$ cat src/pkg/thermal_fault_regs.vh
// thermal fault and interrupt block: offsets-free constants, field positions, strap codes, timing
// assumes inclusion by bare name from rtl files
`ifndef THERMAL_FAULT_REGS_VH
`define THERMAL_FAULT_REGS_VH

// ****************************************
// fault group bit positions
// ****************************************
`define FLT_CONN_HOT        0
`define FLT_BAT_HOT         1
`define FLT_DIE_HOT         2
`define FLT_SHUTDOWN        3
`define FLT_WIDTH           4

// ****************************************
// general interrupt group bit positions
// ****************************************
`define INT_THERM_WARN      0
`define INT_DIE_ALARM       1
`define INT_WIDTH           2

// ****************************************
// strap codes from the resistor sensing comparators
// ****************************************
`define STRAP_18K           2'h0
`define STRAP_39K           2'h1
`define STRAP_75K           2'h2
`define STRAP_OPEN          2'h3

`define ADDR_65             7'h65
`define ADDR_66             7'h66
`define ADDR_67             7'h67

`define ROLE_STANDALONE     2'h0
`define ROLE_LEADER         2'h1
`define ROLE_FOLLOWER       2'h2

`define OVP_DISABLED        2'h0
`define OVP_6V5             2'h1
`define OVP_11V             2'h2

// ****************************************
// thermistor ratio: percent of output rail, 0..50
// ****************************************
`define TS_PCT_MAX          7'h32
`define TS_WARN_MARGIN      7'h05

// ****************************************
// interrupt pulse
// ****************************************
`define CLK_PERIOD_PS       5000
`define INT_PULSE_NS        256
`define INT_PULSE_CYC       ((`INT_PULSE_NS * 1000) / `CLK_PERIOD_PS)
`define STRAP_SETTLE_CYC    16

`endif

$ cat src/rtl/int_pulse_gen.v
// one-shot low pulse generator for the open-drain interrupt pin
// assumes trigger is a single-cycle pulse in the core_clk domain
`timescale 1ns/1ps
module int_pulse_gen #(
  parameter PULSE_CYC = 51
) (
  input  wire        core_clk,
  input  wire        rstn,
  input  wire        trigger,
  output wire        irq_out,
  output wire        irq_oe
);
  reg [15:0] count_q;
  reg [15:0] count_d;

  always @*
  begin
    count_d = count_q;
    if (trigger && (count_q == 16'h0000))
      count_d = PULSE_CYC[15:0];
    else if (count_q != 16'h0000)
      count_d = count_q - 16'h0001;
  end

  always @(posedge core_clk)
  begin
    if (!rstn)
      count_q <= 16'h0000;
    else
      count_q <= count_d;
  end

  // pin drives low only; released otherwise so the pullup holds it high
  assign irq_out = 1'b0;
  assign irq_oe  = (count_q != 16'h0000);
endmodule

$ cat src/rtl/thermal_fault_interrupt_logic.v
// thermistor, die temperature fault/alarm detection with stat/flag/mask interrupt reporting
// strap decoding of address, role and default overvoltage limit; role-dependent pin muxing
// assumes all inputs synchronous to core_clk; analog compares arrive as percent codes or levels
`timescale 1ns/1ps
`include "thermal_fault_regs.vh"
module thermal_fault_interrupt_logic #(
  parameter PCT_W     = 7,
  parameter DIE_W     = 8,
  parameter PULSE_CYC = `INT_PULSE_CYC
) (
  input  wire             core_clk,
  input  wire             rstn,
  input  wire             reg_reset,
  input  wire             input_supply_valid,
  input  wire [PCT_W-1:0] connector_thermistor,
  input  wire [PCT_W-1:0] battery_thermistor,
  input  wire [DIE_W-1:0] die_temperature,
  input  wire [PCT_W-1:0] connector_hot_threshold,
  input  wire [PCT_W-1:0] battery_hot_threshold,
  input  wire [DIE_W-1:0] die_fault_threshold,
  input  wire [DIE_W-1:0] die_alarm_threshold,
  input  wire [DIE_W-1:0] thermal_shutdown_level,
  input  wire             connector_protect_disable,
  input  wire             battery_protect_disable,
  input  wire             die_protect_disable,
  input  wire             die_alarm_disable,
  input  wire             charge_enable_set,
  input  wire [3:0]       fault_mask,
  input  wire [1:0]       int_mask,
  input  wire             fault_flag_read,
  input  wire             int_flag_read,
  input  wire [1:0]       config_strap_pin,
  input  wire             alternate_address_select,
  input  wire             bus_activity,
  input  wire [1:0]       input_overvoltage_reg,
  input  wire             phase_sync_source,
  input  wire             blocker_gate_on,
  input  wire             thermistor_or_sync_out_pin_in,
  input  wire             battery_sense_or_sync_in_pin_in,
  output reg              charge_enable_bit,
  output wire             switching_allowed,
  output reg  [3:0]       fault_status,
  output reg  [3:0]       fault_latched,
  output reg  [1:0]       int_status,
  output reg  [1:0]       int_latched,
  output reg  [6:0]       bus_address,
  output reg  [1:0]       device_role,
  output reg  [1:0]       input_overvoltage_limit,
  output reg              strap_done,
  output wire             int_n_out,
  output wire             int_n_oe,
  output wire             thermistor_or_sync_out_pin_out,
  output wire             thermistor_or_sync_out_pin_oe,
  output wire             phase_sync_input,
  output wire             battery_sense_positive,
  output wire             battery_pin_thermistor,
  output wire             external_blocker_gate_out,
  output wire             external_blocker_gate_oe
);

  // ****************************************
  // helpers
  // ****************************************
  // thresholds clamp to the 0..50 percent span
  function [PCT_W-1:0] clamp_pct;
    input [PCT_W-1:0] v;
    begin
      if (v > `TS_PCT_MAX)
        clamp_pct = `TS_PCT_MAX;
      else
        clamp_pct = v;
    end
  endfunction

  // hot when the pin ratio has fallen to or below the threshold
  function is_hot;
    input [PCT_W-1:0] sense;
    input [PCT_W-1:0] thr;
    begin
      is_hot = (sense <= clamp_pct(thr));
    end
  endfunction

  // warning when at or below the threshold plus the margin
  function is_near;
    input [PCT_W-1:0] sense;
    input [PCT_W-1:0] thr;
    reg   [PCT_W:0]   lim;
    begin
      lim     = {1'b0, clamp_pct(thr)} + {1'b0, `TS_WARN_MARGIN};
      is_near = ({1'b0, sense} <= lim);
    end
  endfunction

  // ****************************************
  // strap capture once after reset
  // ****************************************
  localparam ST_SETTLE = 3'b001;
  localparam ST_SAMPLE = 3'b010;
  localparam ST_HOLD   = 3'b100;

  reg [2:0] strap_st_q;
  reg [4:0] settle_q;
  reg       bus_seen_q;

  always @(posedge core_clk)
  begin
    if (!rstn || reg_reset)
    begin
      strap_st_q              <= ST_SETTLE;
      settle_q                <= 5'h00;
      strap_done              <= 1'b0;
      bus_address             <= `ADDR_66;
      device_role             <= `ROLE_STANDALONE;
      input_overvoltage_limit <= `OVP_6V5;
      bus_seen_q              <= 1'b0;
    end
    else
    begin
      if (bus_activity && strap_done)
        bus_seen_q <= 1'b1;
      if (bus_seen_q || (bus_activity && strap_done))
        input_overvoltage_limit <= input_overvoltage_reg;
      case (strap_st_q)
        ST_SETTLE:
        begin
          settle_q <= settle_q + 5'h01;
          if (settle_q == (`STRAP_SETTLE_CYC - 1))
            strap_st_q <= ST_SAMPLE;
        end
        ST_SAMPLE:
        begin
          strap_st_q <= ST_HOLD;
          strap_done <= 1'b1;
          case (config_strap_pin)
            `STRAP_18K:
            begin
              bus_address             <= alternate_address_select ? `ADDR_66 : `ADDR_65;
              device_role             <= `ROLE_LEADER;
              input_overvoltage_limit <= `OVP_6V5;
            end
            `STRAP_39K:
            begin
              bus_address             <= alternate_address_select ? `ADDR_67 : `ADDR_66;
              device_role             <= `ROLE_FOLLOWER;
              input_overvoltage_limit <= `OVP_DISABLED;
            end
            `STRAP_75K:
            begin
              bus_address             <= alternate_address_select ? `ADDR_67 : `ADDR_65;
              device_role             <= `ROLE_STANDALONE;
              input_overvoltage_limit <= `OVP_11V;
            end
            default:
            begin
              bus_address             <= alternate_address_select ? `ADDR_67 : `ADDR_66;
              device_role             <= `ROLE_STANDALONE;
              input_overvoltage_limit <= `OVP_6V5;
            end
          endcase
        end
        ST_HOLD:
          strap_st_q <= ST_HOLD;
        default:
          strap_st_q <= ST_SETTLE;
      endcase
    end
  end

  // ****************************************
  // present conditions
  // ****************************************
  wire conn_en = input_supply_valid && !connector_protect_disable;
  wire bat_pin = (device_role == `ROLE_LEADER) ? 1'b0 : 1'b1;
  wire bat_en  = input_supply_valid && !battery_protect_disable && bat_pin;
  wire die_en  = input_supply_valid && !die_protect_disable;

  wire conn_hot  = conn_en && is_hot(connector_thermistor, connector_hot_threshold);
  wire bat_hot   = bat_en && is_hot(battery_thermistor, battery_hot_threshold);
  wire die_hot   = die_en && (die_temperature >= die_fault_threshold);
  wire shutdown  = die_temperature >= thermal_shutdown_level;
  wire therm_warn = (conn_en && is_near(connector_thermistor, connector_hot_threshold)) ||
                    (bat_en && is_near(battery_thermistor, battery_hot_threshold));
  wire die_alarm = input_supply_valid && !die_alarm_disable &&
                   (die_temperature > die_alarm_threshold);

  wire [3:0] fault_now = {shutdown, die_hot, bat_hot, conn_hot};
  wire [1:0] int_now   = {die_alarm, therm_warn};
  // disabled sources hold stat and flag in reset
  wire [3:0] fault_enabled = {1'b1, die_en, bat_en, conn_en};
  wire [1:0] int_enabled   = {input_supply_valid && !die_alarm_disable, conn_en || bat_en};

  // die alarm only informs; switching stops on faults and shutdown
  assign switching_allowed = charge_enable_bit && !conn_hot && !bat_hot && !die_hot && !shutdown;

  // ****************************************
  // charge enable
  // ****************************************
  always @(posedge core_clk)
  begin
    if (!rstn || reg_reset)
      charge_enable_bit <= 1'b0;
    else if (conn_hot || bat_hot)
      charge_enable_bit <= 1'b0;
    else if (charge_enable_set)
      charge_enable_bit <= 1'b1;
  end

  // ****************************************
  // status and flag groups
  // ****************************************
  reg  [3:0] fault_prev_q;
  reg  [1:0] int_prev_q;
  wire [3:0] fault_rise = fault_now & ~fault_prev_q;
  wire [1:0] int_rise   = int_now & ~int_prev_q;

  always @(posedge core_clk)
  begin
    if (!rstn || reg_reset)
    begin
      fault_status  <= 4'h0;
      fault_latched <= 4'h0;
      int_status    <= 2'h0;
      int_latched   <= 2'h0;
      fault_prev_q  <= 4'h0;
      int_prev_q    <= 2'h0;
    end
    else
    begin
      fault_prev_q <= fault_now;
      int_prev_q   <= int_now;
      fault_status <= fault_now & fault_enabled;
      int_status   <= int_now & int_enabled;
      // set wins over read-clear so no event is lost
      fault_latched <= ((fault_flag_read ? 4'h0 : fault_latched) | fault_rise) & fault_enabled;
      int_latched   <= ((int_flag_read ? 2'h0 : int_latched) | int_rise) & int_enabled;
    end
  end

  // ****************************************
  // interrupt pulse
  // ****************************************
  // rising edges only: a persisting event re-arms nothing after a read
  wire [3:0] fault_fire = fault_rise & fault_enabled & ~fault_latched & ~fault_mask;
  wire [1:0] int_fire   = int_rise & int_enabled & ~int_latched & ~int_mask;
  reg        fire_q;

  always @(posedge core_clk)
  begin
    if (!rstn)
      fire_q <= 1'b0;
    else
      fire_q <= (|fault_fire) | (|int_fire);
  end

  int_pulse_gen #(
    .PULSE_CYC (PULSE_CYC)
  ) u_pulse (
    .core_clk (core_clk),
    .rstn     (rstn),
    .trigger  (fire_q),
    .irq_out  (int_n_out),
    .irq_oe   (int_n_oe)
  );

  // ****************************************
  // role-dependent pins
  // ****************************************
  wire leader = (device_role == `ROLE_LEADER);
  assign thermistor_or_sync_out_pin_out = phase_sync_source;
  assign thermistor_or_sync_out_pin_oe  = leader;
  assign battery_sense_positive         = leader ? battery_sense_or_sync_in_pin_in : 1'b0;
  assign phase_sync_input               = (device_role == `ROLE_FOLLOWER) ? battery_sense_or_sync_in_pin_in : 1'b0;
  assign battery_pin_thermistor         = leader ? 1'b0 : thermistor_or_sync_out_pin_in;
  assign external_blocker_gate_out      = blocker_gate_on;
  assign external_blocker_gate_oe       = strap_done && (device_role != `ROLE_FOLLOWER);

endmodule

$ cat config.mk
export PLATFORM = sky130hd
export DESIGN_NAME = thermal_fault_interrupt_logic
export DESIGN_NICKNAME = d
export VERILOG_FILES = /design/src/rtl/int_pulse_gen.v /design/src/rtl/thermal_fault_interrupt_logic.v
export VERILOG_INCLUDE_DIRS = /design/src /design/src/pkg
export SDC_FILE = /design/constraint.sdc
export NUM_CORES = 1
export LEC_CHECK = 0
export ABC_AREA = 1
export BUFFER_PORTS_ARGS = -buffer_cell sky130_fd_sc_hd__buf_2
export CORE_MARGIN = 5
export CORE_UTILIZATION = 47
export DETAILED_ROUTE_END_ITERATION = 8
export PLACE_DENSITY = 0.75
export SETUP_SLACK_MARGIN = 0.5
export SYNTH_ARGS = -nofsm -noshare
export SYNTH_HDL_FRONTEND = slang
export SYNTH_SLANG_ARGS = --single-unit
$ cat constraint.sdc
create_clock -name core_clk -period 3.8 [get_ports core_clk]
set_clock_uncertainty 0.05 [all_clocks]
set_input_delay 1.14 -clock core_clk [delete_from_list [all_inputs] [get_ports core_clk]]
set_output_delay 1.14 -clock core_clk [all_outputs]
set_load 0.02 [all_outputs]
==> results of run 1 <==
==> per-stage QoR <==
stage	std cells	util, %
2_1_floorplan	560	-
3_3_place_gp	788	60.6
3_5_place_dp	788	60.6
4_1_cts	820	66.1
5_1_grt	827	68.7
6_report	827	68.7
==> power breakdown <==
group | leakage (nW) | internal [mW] | switching, mW | total [mW]
registers | 0.383 | 0.546 | 0.0506 | 0.597
logic | 2.44 | 0.344 | 0.473 | 0.817
clock network | 0.0587 | 0.200 | 0.185 | 0.385
==> state kept, by name, summed over array words and instances, names as in the netlist, 2 cells and up <==
signal and count:
bus_address 2, fault_prev_q 3, int_latched 2, strap_st_q 3, input_overvoltage_limit 2, settle_q 5, device_role 2, u_pulse.count_q 16
fault_latched 4, int_status 2
==> critical path, delay by kind of cell <==
| kind | cells | cell delay [ns] |
|---|---|---|
| fa+ha+maj | 1 | 0.23 |
| compound gates | 2 | 0.38 |
| buf+inv | 5 | 0.57 |
| simple gates | 9 | 1.11 |
==> cells by family after synthesis <==
logic type | count (synthesis)
AND/OR/NAND/NOR | 237
buffers and inverters | 115
AO/OA/AOI/OAI | 80
adder cells (fa/ha/maj) | 60
flip-flops | 47
XOR/XNOR | 11
other | 2
==> layout by cell type, fill, tap and decap left out, types with 5 or more instances in the layout <==
cell      synthesis  final
buf_2             1    108
nand2_1         108     94
inv_1            95     94
nor2_1           61     57
ha_1             60     52
dfxtp_1          47     47
a21oi_1          41     35
buf_4             9     32
buf_6             1     28
nand4_1          14     14
nand2_2           4     14
nand3_1          15     14
o21ai_0          13     13
nor3_1           12     12
conb_1            2     10
inv_2             8      9
xor2_1            7      7
ha_4              0      7
nand2_4           1      5
nor2_2            3      5
clkbuf_8          0      5
==> per-layer routing <==
metal	vias to the layer above	track usage [%]	share of wire, %
li1	2109	-	-
met1	1889	24.7	39
met2	202	37.3	47
met3	70	3.82	7.8
met4	0	9.64	6.1
met5	-	0	0
==> worst paths after layout <==
kind,depth (start not counted),from,to
max,17,connector_hot_threshold[2],switching_allowed
min,2,bus_seen_q,bus_seen_q
max reg2reg,10,u_pulse.count_q[0],u_pulse.count_q[4]
min reg2reg,2,bus_seen_q,bus_seen_q
==> cell type report <==
class	instances	area share, %
clock inverters	3	0.886
clock buffers	5	1.28
multi-input cells	398	50.0
inverters	103	7.21
repair buffers	169	20.7
flip-flops and latches	47	17.5
well taps	102	2.38
==> timing repair <==
item	in CTS	in global routing
resized for setup	30	33
pin swaps	10	25
buffers inserted	24	7
endpoints found under the setup margin	5	5
hold endpoints to repair	0	0
cloned	0	0
==> out/results.ini, run 1 <==
[logic_synthesis]
yosys.cell_count.top_type = nand2_1
netlist.area_leader.share_pct = 24.6
yosys.area_share.xor_xnor_pct = 2.52
ys_warn_count = 0
yosys-top-cells-area = dfxtp_1 25%, ha_1 20%, nand2_1 11%
ys_seq_area_share_pct = 24.6
synth-main-ff-cell = dfxtp_1
syn_inst = 552
synth_compound_area_share_pct = 12.3
post_synth_num_cell_types = 42
yosys_register_bits = 47
synth_edf_count = 0
avgSynthCellArea_sq_um = 6.92
synth_common_cells = 108 x nand2_1, 95 x inv_1, 61 x nor2_1
synth_fa_ha_area_share_pct = 19.6
synthSimpleGateAreaFrac_pct = 28.3
async_flop_share_pct = 0
synth_area_sq_mm = 0.00382
yosys.area.top_type = dfxtp_1
muxShareOfSynthArea_pct = 0
synth_top_family_by_area = simple AND/OR/NAND/NOR gates

[critical_path]
cp_max_fo = 4
required_ns = 2.61
crit_path_start_kind = primary input
reg2reg_setup_slack_ns = 2.02
slowest_delay_ns = 0.28
endpoint_kind = output port
worstSetupPathType = primary input to output port
worstPathArrival_ns = 3.42
crit_slowest_cell = or2_4
path_cells = buf_2 > a21oi_4 > inv_2 > or2_4 > a21oi_4 > buf_6 > inv_2 > nor2_4 > ha_4 > nand2_1 > nor2_1 > nand4_1 > nand2_2 > nand2_2 > nand2_4 > nor4b_4 > buf_4

[layout]
register_area_sq_um = 941
layout-drive-gt1-share_pct = 33.8
multi_input_area_sq_mm = 0.00268
nets = 871
fill_cells = 650
diodes = 0
area_growth_syn_to_layout_pct = 40.3
finalInstanceArea_sq_mm = 0.00536

[outcome]
outcome = complete, but fails checks
failed_checks = setup timing

[floorplan]
die_x_um = 100
dieHeight_um = 100
dieArea_sq_mm = 0.0100
core_sq_mm = 0.00781
io_pins = 122
start_util_pct = 49.0
rows = 32

[global_route]
grt_pass1_vias = 4040
grt_pass1_wl_um = 17500
grtUsageTotal_pct = 21.1
grt_overflow = 0
grt_max_degree = 17
antenna_found_initial = 0

[clock_network]
clockBufferDepth = 2
htreeDepth = 2
insertion_delay_ns = 0.31
cts_tree = yes
ctsHoldBuffers = 0
clk_pin_slew_worst_paths_ns = 0.09
clock-sinks = 47
cts-root-buf = clkbuf_8
cts_inserted_buffers = 5

[sta]
fin_setup_tns_ns = -2.81
fmax_ghz = 0.217
worst_pin_slew_ns = 0.525
slew_headroom_pct = 64.9
slew_viol_final = 0
whs_ns = 0.422
setup_viol = 5
period_share_pct = 121
rsz0062_at_grt = yes
fin_crit_ns = 4.61
fin_ws_ns = -0.810
finalHoldViolCount = 0

[placement]
pre_cts_ws_ns = -0.598
dp_hpwl_um = 8240
io_buffers = 111
dpl-instance-area_sq_mm = 0.00473
gp_congestion = 0.885

[route]
via_per_inst = 5.16
routed_wl_um = 11900
antenna_left = 0
wl_per_cell_um = 14.4
drc_errors = 0
drt-pass1-iter-count = 4
vias = 4270
drt_iter0_markers = 189

[power_and_ir_drop]
p_leak_nw = 2.88
peakVddDrop_mv = 0.225
power_density_mw_per_mm2 = 335
total_power_mw = 1.80

[run]
drv_cap = 0

[worst_hold_path]
hp-class = register to register

(Power assumes the default switching activity.)
==> inputs of run 2 (changes only) <==
--- a/config.mk
+++ b/config.mk
@@ -10,4 +10,6 @@
 export BUFFER_PORTS_ARGS = -buffer_cell sky130_fd_sc_hd__buf_2
+export CELL_PAD_IN_SITES_DETAIL_PLACEMENT = 0
+export CELL_PAD_IN_SITES_GLOBAL_PLACEMENT = 1
 export CORE_MARGIN = 5
-export CORE_UTILIZATION = 47
+export CORE_UTILIZATION = 33
 export DETAILED_ROUTE_END_ITERATION = 8
--- a/constraint.sdc
+++ b/constraint.sdc
@@ -4,2 +4,2 @@
 set_output_delay 1.14 -clock core_clk [all_outputs]
-set_load 0.02 [all_outputs]
+set_load 0.05 [all_outputs]
==> out/results.ini, run 2 (synthesized netlist as in run 1, its figures left out) <==
[clock_network]
ctsHoldBuffers = 0
clock-sinks = 47
cts_inserted_buffers = 5
insertion_delay_ns = 0.29
htreeDepth = 2
cts-root-buf = clkbuf_16
cts_tree = yes
clk_pin_slew_worst_paths_ns = 0.07
clockBufferDepth = 2

[layout]
layout_common_cells = 106 x buf_2, 98 x nand2_1, 94 x inv_1, 57 x nor2_1, 54 x ha_1
area_growth_syn_to_layout_pct = 36.4
fill_cells = 1191
layout-drive-gt1-share_pct = 30.9
fin_util_pct = 45.8
largest_reg_flops = 16
diodes = 0
top_regs = u_pulse.count_q (16), settle_q (5), fault_latched (4)
regMostFlops = u_pulse.count_q
final_common_cell = buf_2
nets = 852

[critical_path]
worstSetupPathType = primary input to output port
endpoint_kind = output port
required_ns = 2.61
cp_max_fo = 6
worstPathArrival_ns = 3.23
crit_path_start_kind = primary input
r2r_cells = 7

[route]
via_per_inst = 4.51
vias = 3832
routed_wl_um = 10300
drc_errors = 0
wl_per_cell_um = 12.2
drt_iter0_markers = 145
drt-pass1-iter-count = 4
antenna_left = 0

[power_and_ir_drop]
p_leak_nw = 2.77
intPower_mw = 1.11
p_clk_share_pct = 24.3
peakVddDrop_mv = 0.256
switching_share_pct = 39.4
power_density_mw_per_mm2 = 351
power_frac_seq_pct = 32.6
p_switching_uw = 720
pwr-share-comb_pct = 43.1

[placement]
io_buffers = 111
gp_congestion = 0.812
dp_hpwl_um = 8710
pre_cts_ws_ns = -0.661

[floorplan]
start_util_pct = 33.6
rows = 39
dieArea_sq_mm = 0.0138
die_x_um = 118
core_sq_mm = 0.0114
dieHeight_um = 118
io_pins = 122

[sta]
slew_headroom_pct = 66.6
finalHoldViolCount = 0
fin_ws_ns = -0.615
fin_crit_ns = 4.42
setup_viol = 5
fmax_ghz = 0.226
worst_pin_slew_ns = 0.499
slew_viol_final = 0
rsz0062_at_grt = yes
period_share_pct = 116

[worst_hold_path]
holdPathStages = 1
hp-class = register to register

[global_route]
grt_max_degree = 17
grtUsageTotal_pct = 14.5
antenna_found_initial = 0
grt_overflow = 0
grt_pass1_wl_um = 17300
grt_pass1_vias = 3792

[run]
drv_cap = 0

[outcome]
outcome = complete, but fails checks
failed_checks = setup timing

## run 2: critical path: stages
cell and delay [ns]:
buf_8 0.10, a21oi_4 0.14, inv_2 0.05, or2_4 0.24, a21oi_4 0.22, inv_2 0.10, nor2_4 0.16, ha_4 0.14
nand3b_1 0.09, nand2_1 0.08, nand2_1 0.05, nand2_1 0.06, nand2_2 0.06, nand2_2 0.09, nand2_4 0.06, nor4b_4 0.26
buf_12 0.18
## run 2: path summary, 6_finish.rpt
path | startpoint | to | slack [ns]
max | connector_hot_threshold[1] | switching_allowed | -0.62
min | settle_q[3] | settle_q[3] | 0.40
max reg2reg | u_pulse.count_q[0] | u_pulse.count_q[7] | 2.00
min reg2reg | settle_q[3] | settle_q[3] | 0.40
## run 2: routing by layer
metal	GRT usage, %	part of all wire [%]
met5	0	0
met4	2.87	0.84
met3	3.84	6.2
met2	24.1	46
met1	19.0	47
## run 2: through the flow
step | instance area, sq um | hold slack (ns) | TNS, ns | instances | power [mW]
6_report | 5210 | 0.402 | -2.11 | 849 | 1.83
3_3_place_gp | 4800 | 0.384 | -0.738 | 829 | 1.35
3_5_place_dp | 4800 | 0.396 | -0.987 | 829 | 1.36
2_1_floorplan | 3940 | 0.372 | -0.553 | 560 | 1.16
5_1_grt | 5210 | 0.437 | -3.11 | 849 | 1.98
4_1_cts | 5060 | 0.406 | -0.633 | 842 | 1.83
## run 2: power groups by stage
stage          Sequential [mW]  Combinational [mW]  Clock (mW)
4_1_cts                  0.596               0.776       0.456
3_5_place_dp             0.607               0.754           0
3_3_place_gp             0.605               0.744           0
6_report                 0.597               0.789       0.444
5_1_grt                  0.605               0.904       0.473
2_1_floorplan            0.609               0.552           0
## run 2: layout make-up
class / instances / area [sq um] / share of cell area (%)
Inverter: 103 / 389 / 7.47
Clock inverter: 3 / 25.0 / 0.480
Tap cell: 143 / 179 / 3.43
Clock buffer: 5 / 125 / 2.40
Multi-Input combinational cell: 398 / 2630 / 50.4
Timing Repair Buffer: 150 / 926 / 17.8
Sequential cell: 47 / 941 / 18.1
## run 2: what timing repair did
action                                  CTS  global route
resized for setup                        14            23
pin swaps                                18            19
endpoints found under the setup margin    5             5
buffers inserted                          5             7
==> inputs of run 3 (changes only) <==
Settings changed: REMOVE_ABC_BUFFERS set to 1.
==> out/results.ini, run 3 (synthesized netlist as in run 1, its figures left out) <==
[outcome]
outcome = complete, but fails checks
failed_checks = setup timing

[clock_network]
clk_pin_slew_worst_paths_ns = 0.06
clock-sinks = 47
ctsHoldBuffers = 0
cts_inserted_buffers = 5
clockBufferDepth = 2
cts-root-buf = clkbuf_16
htreeDepth = 2
insertion_delay_ns = 0.28
cts_tree = yes

[floorplan]
dieHeight_um = 118
io_pins = 122
core_sq_mm = 0.0114
rows = 39
die_x_um = 118
start_util_pct = 33.6
dieArea_sq_mm = 0.0138

[worst_hold_path]
worstHoldStart = settle_q[3]
hold_path_end = settle_q[3]
hp-class = register to register
holdPathStages = 1

[layout]
nets = 892
register_area_sq_um = 941
final_common_cell = buf_2
multi_input_area_sq_mm = 0.00268
area_growth_syn_to_layout_pct = 47.7
layout.cells.non_filler = 891
largest_reg_flops = 16
top_regs = u_pulse.count_q (16), settle_q (5), fault_latched (4)
regMostFlops = u_pulse.count_q
fill_cells = 1131
layout_common_cells = 105 x buf_2, 92 x inv_1, 87 x nand2_1, 59 x buf_4, 56 x nor2_1
layout-drive-gt1-share_pct = 36.3

[sta]
whs_ns = 0.407
slew_viol_final = 0
fin_crit_ns = 4.51
fin_setup_tns_ns = -1.47
fmax_ghz = 0.222
fin_ws_ns = -0.711
period_share_pct = 119
finalHoldViolCount = 0
rsz0062_at_grt = yes
setup_viol = 3

[critical_path]
worstPathArrival_ns = 3.32
reg2reg_setup_slack_ns = 1.16
required_ns = 2.61
reg2reg_to = fault_latched[1]
r2r-start = device_role[1]
crit_path_start_kind = primary input
worstSetupPathType = primary input to output port
endpoint_kind = output port
cp_max_fo = 4
r2r_cells = 20

[power_and_ir_drop]
power_density_mw_per_mm2 = 357
p_switching_uw = 731
total_power_mw = 2.02
intPower_mw = 1.28
p_leak_nw = 3.00
pwr-share-comb_pct = 42.2
switching_share_pct = 36.3
peakVddDrop_mv = 0.279
power_frac_seq_pct = 29.6
p_clk_share_pct = 28.2

[global_route]
grt_pass1_vias = 4104
grt_overflow = 0
grt_max_degree = 17
grt_pass1_wl_um = 17900
antenna_found_initial = 2
grtUsageTotal_pct = 14.9

[route]
via_per_inst = 4.62
vias = 4119
wl_per_cell_um = 12.3
routed_wl_um = 11000
drt-pass1-iter-count = 4
drc_errors = 0
antenna_left = 0
drt_iter0_markers = 164

[placement]
io_buffers = 111
gp_congestion = 0.851
dpl.cell_count = 857
dp_hpwl_um = 9000

[run]
drv_cap = 0

-- run 3: changes by cell type in the layout (fill, tap and decap cells not counted), moves of 3 or more --
cell / before / now
buf_6: 12 / 25
nand2_1: 98 / 87
nand2_2: 12 / 22
inv_2: 8 / 11
buf_4: 30 / 59
-- run 3: power by group through the flow --
stage	sequential, mW	combinational, mW	clock, mW
2_1_floorplan	0.609	0.528	0
3_3_place_gp	0.605	0.755	0
3_5_place_dp	0.607	0.773	0
4_1_cts	0.596	0.811	0.580
5_1_grt	0.604	0.962	0.597
6_report	0.597	0.851	0.568
-- run 3: cell type report --
class                   instances  area share, %
repair buffers                190           22.4
diodes                          2         0.0887
flip-flops and latches         47           16.7
clock buffers                   5           2.22
clock inverters                 3           1.20
inverters                     103           6.85
multi-input cells             398           47.4
well taps                     143           3.17
-- run 3: per-stage QoR --
stage                     instance area [sq um]  utilization (%)  worst slack [ns]
after CTS                                  5370             47.2            -0.608
after global placement                     4910             43.2            -0.924
final                                      5640             49.6            -0.711
after floorplan                            3760                -             -1.66
after global routing                       5640             49.6            -0.849
after detailed placement                   4910             43.2            -0.928
-- run 3: metal layers --
layer / global-route usage, % / share of wire, % / vias to the layer above
li1: - / - / 2155
met1: 17.8 / 43 / 1840
met2: 26.4 / 50 / 98
met3: 2.59 / 3.9 / 26
met4: 5.52 / 3.3 / 0
met5: 0 / 0 / -
-- run 3: critical path, stage by stage --
cell     delay, ns
buf_8         0.10
a21oi_4       0.14
inv_2         0.04
or2_4         0.24
a21oi_4       0.17
buf_4         0.14
buf_6         0.10
nand2_4       0.04
ha_1          0.28
inv_1         0.05
nand4_1       0.09
nand2_2       0.08
nand2_2       0.08
buf_6         0.10
nand2_4       0.05
nor4b_4       0.28
buf_6         0.20
-- run 3: repair_timing --
action / in CTS / in global routing
hold endpoints to repair: 0 / 0
pin swaps: 13 / 33
setup endpoints to repair: 5 / 7
buffers inserted: 16 / 8
gates resized for setup: 29 / 57
-- run 3: how the worst max path moves through the flow --
stage	cells past startpoint	slack [ns]	from	endpoint
floorplan	14	-1.66	battery_hot_threshold[0]	switching_allowed
detailed placement	16	-0.93	battery_hot_threshold[0]	switching_allowed
finish	17	-0.71	battery_hot_threshold[1]	switching_allowed
global route	17	-0.85	battery_hot_threshold[1]	switching_allowed
CTS	16	-0.61	battery_hot_threshold[1]	switching_allowed
global placement	16	-0.92	battery_hot_threshold[0]	switching_allowed
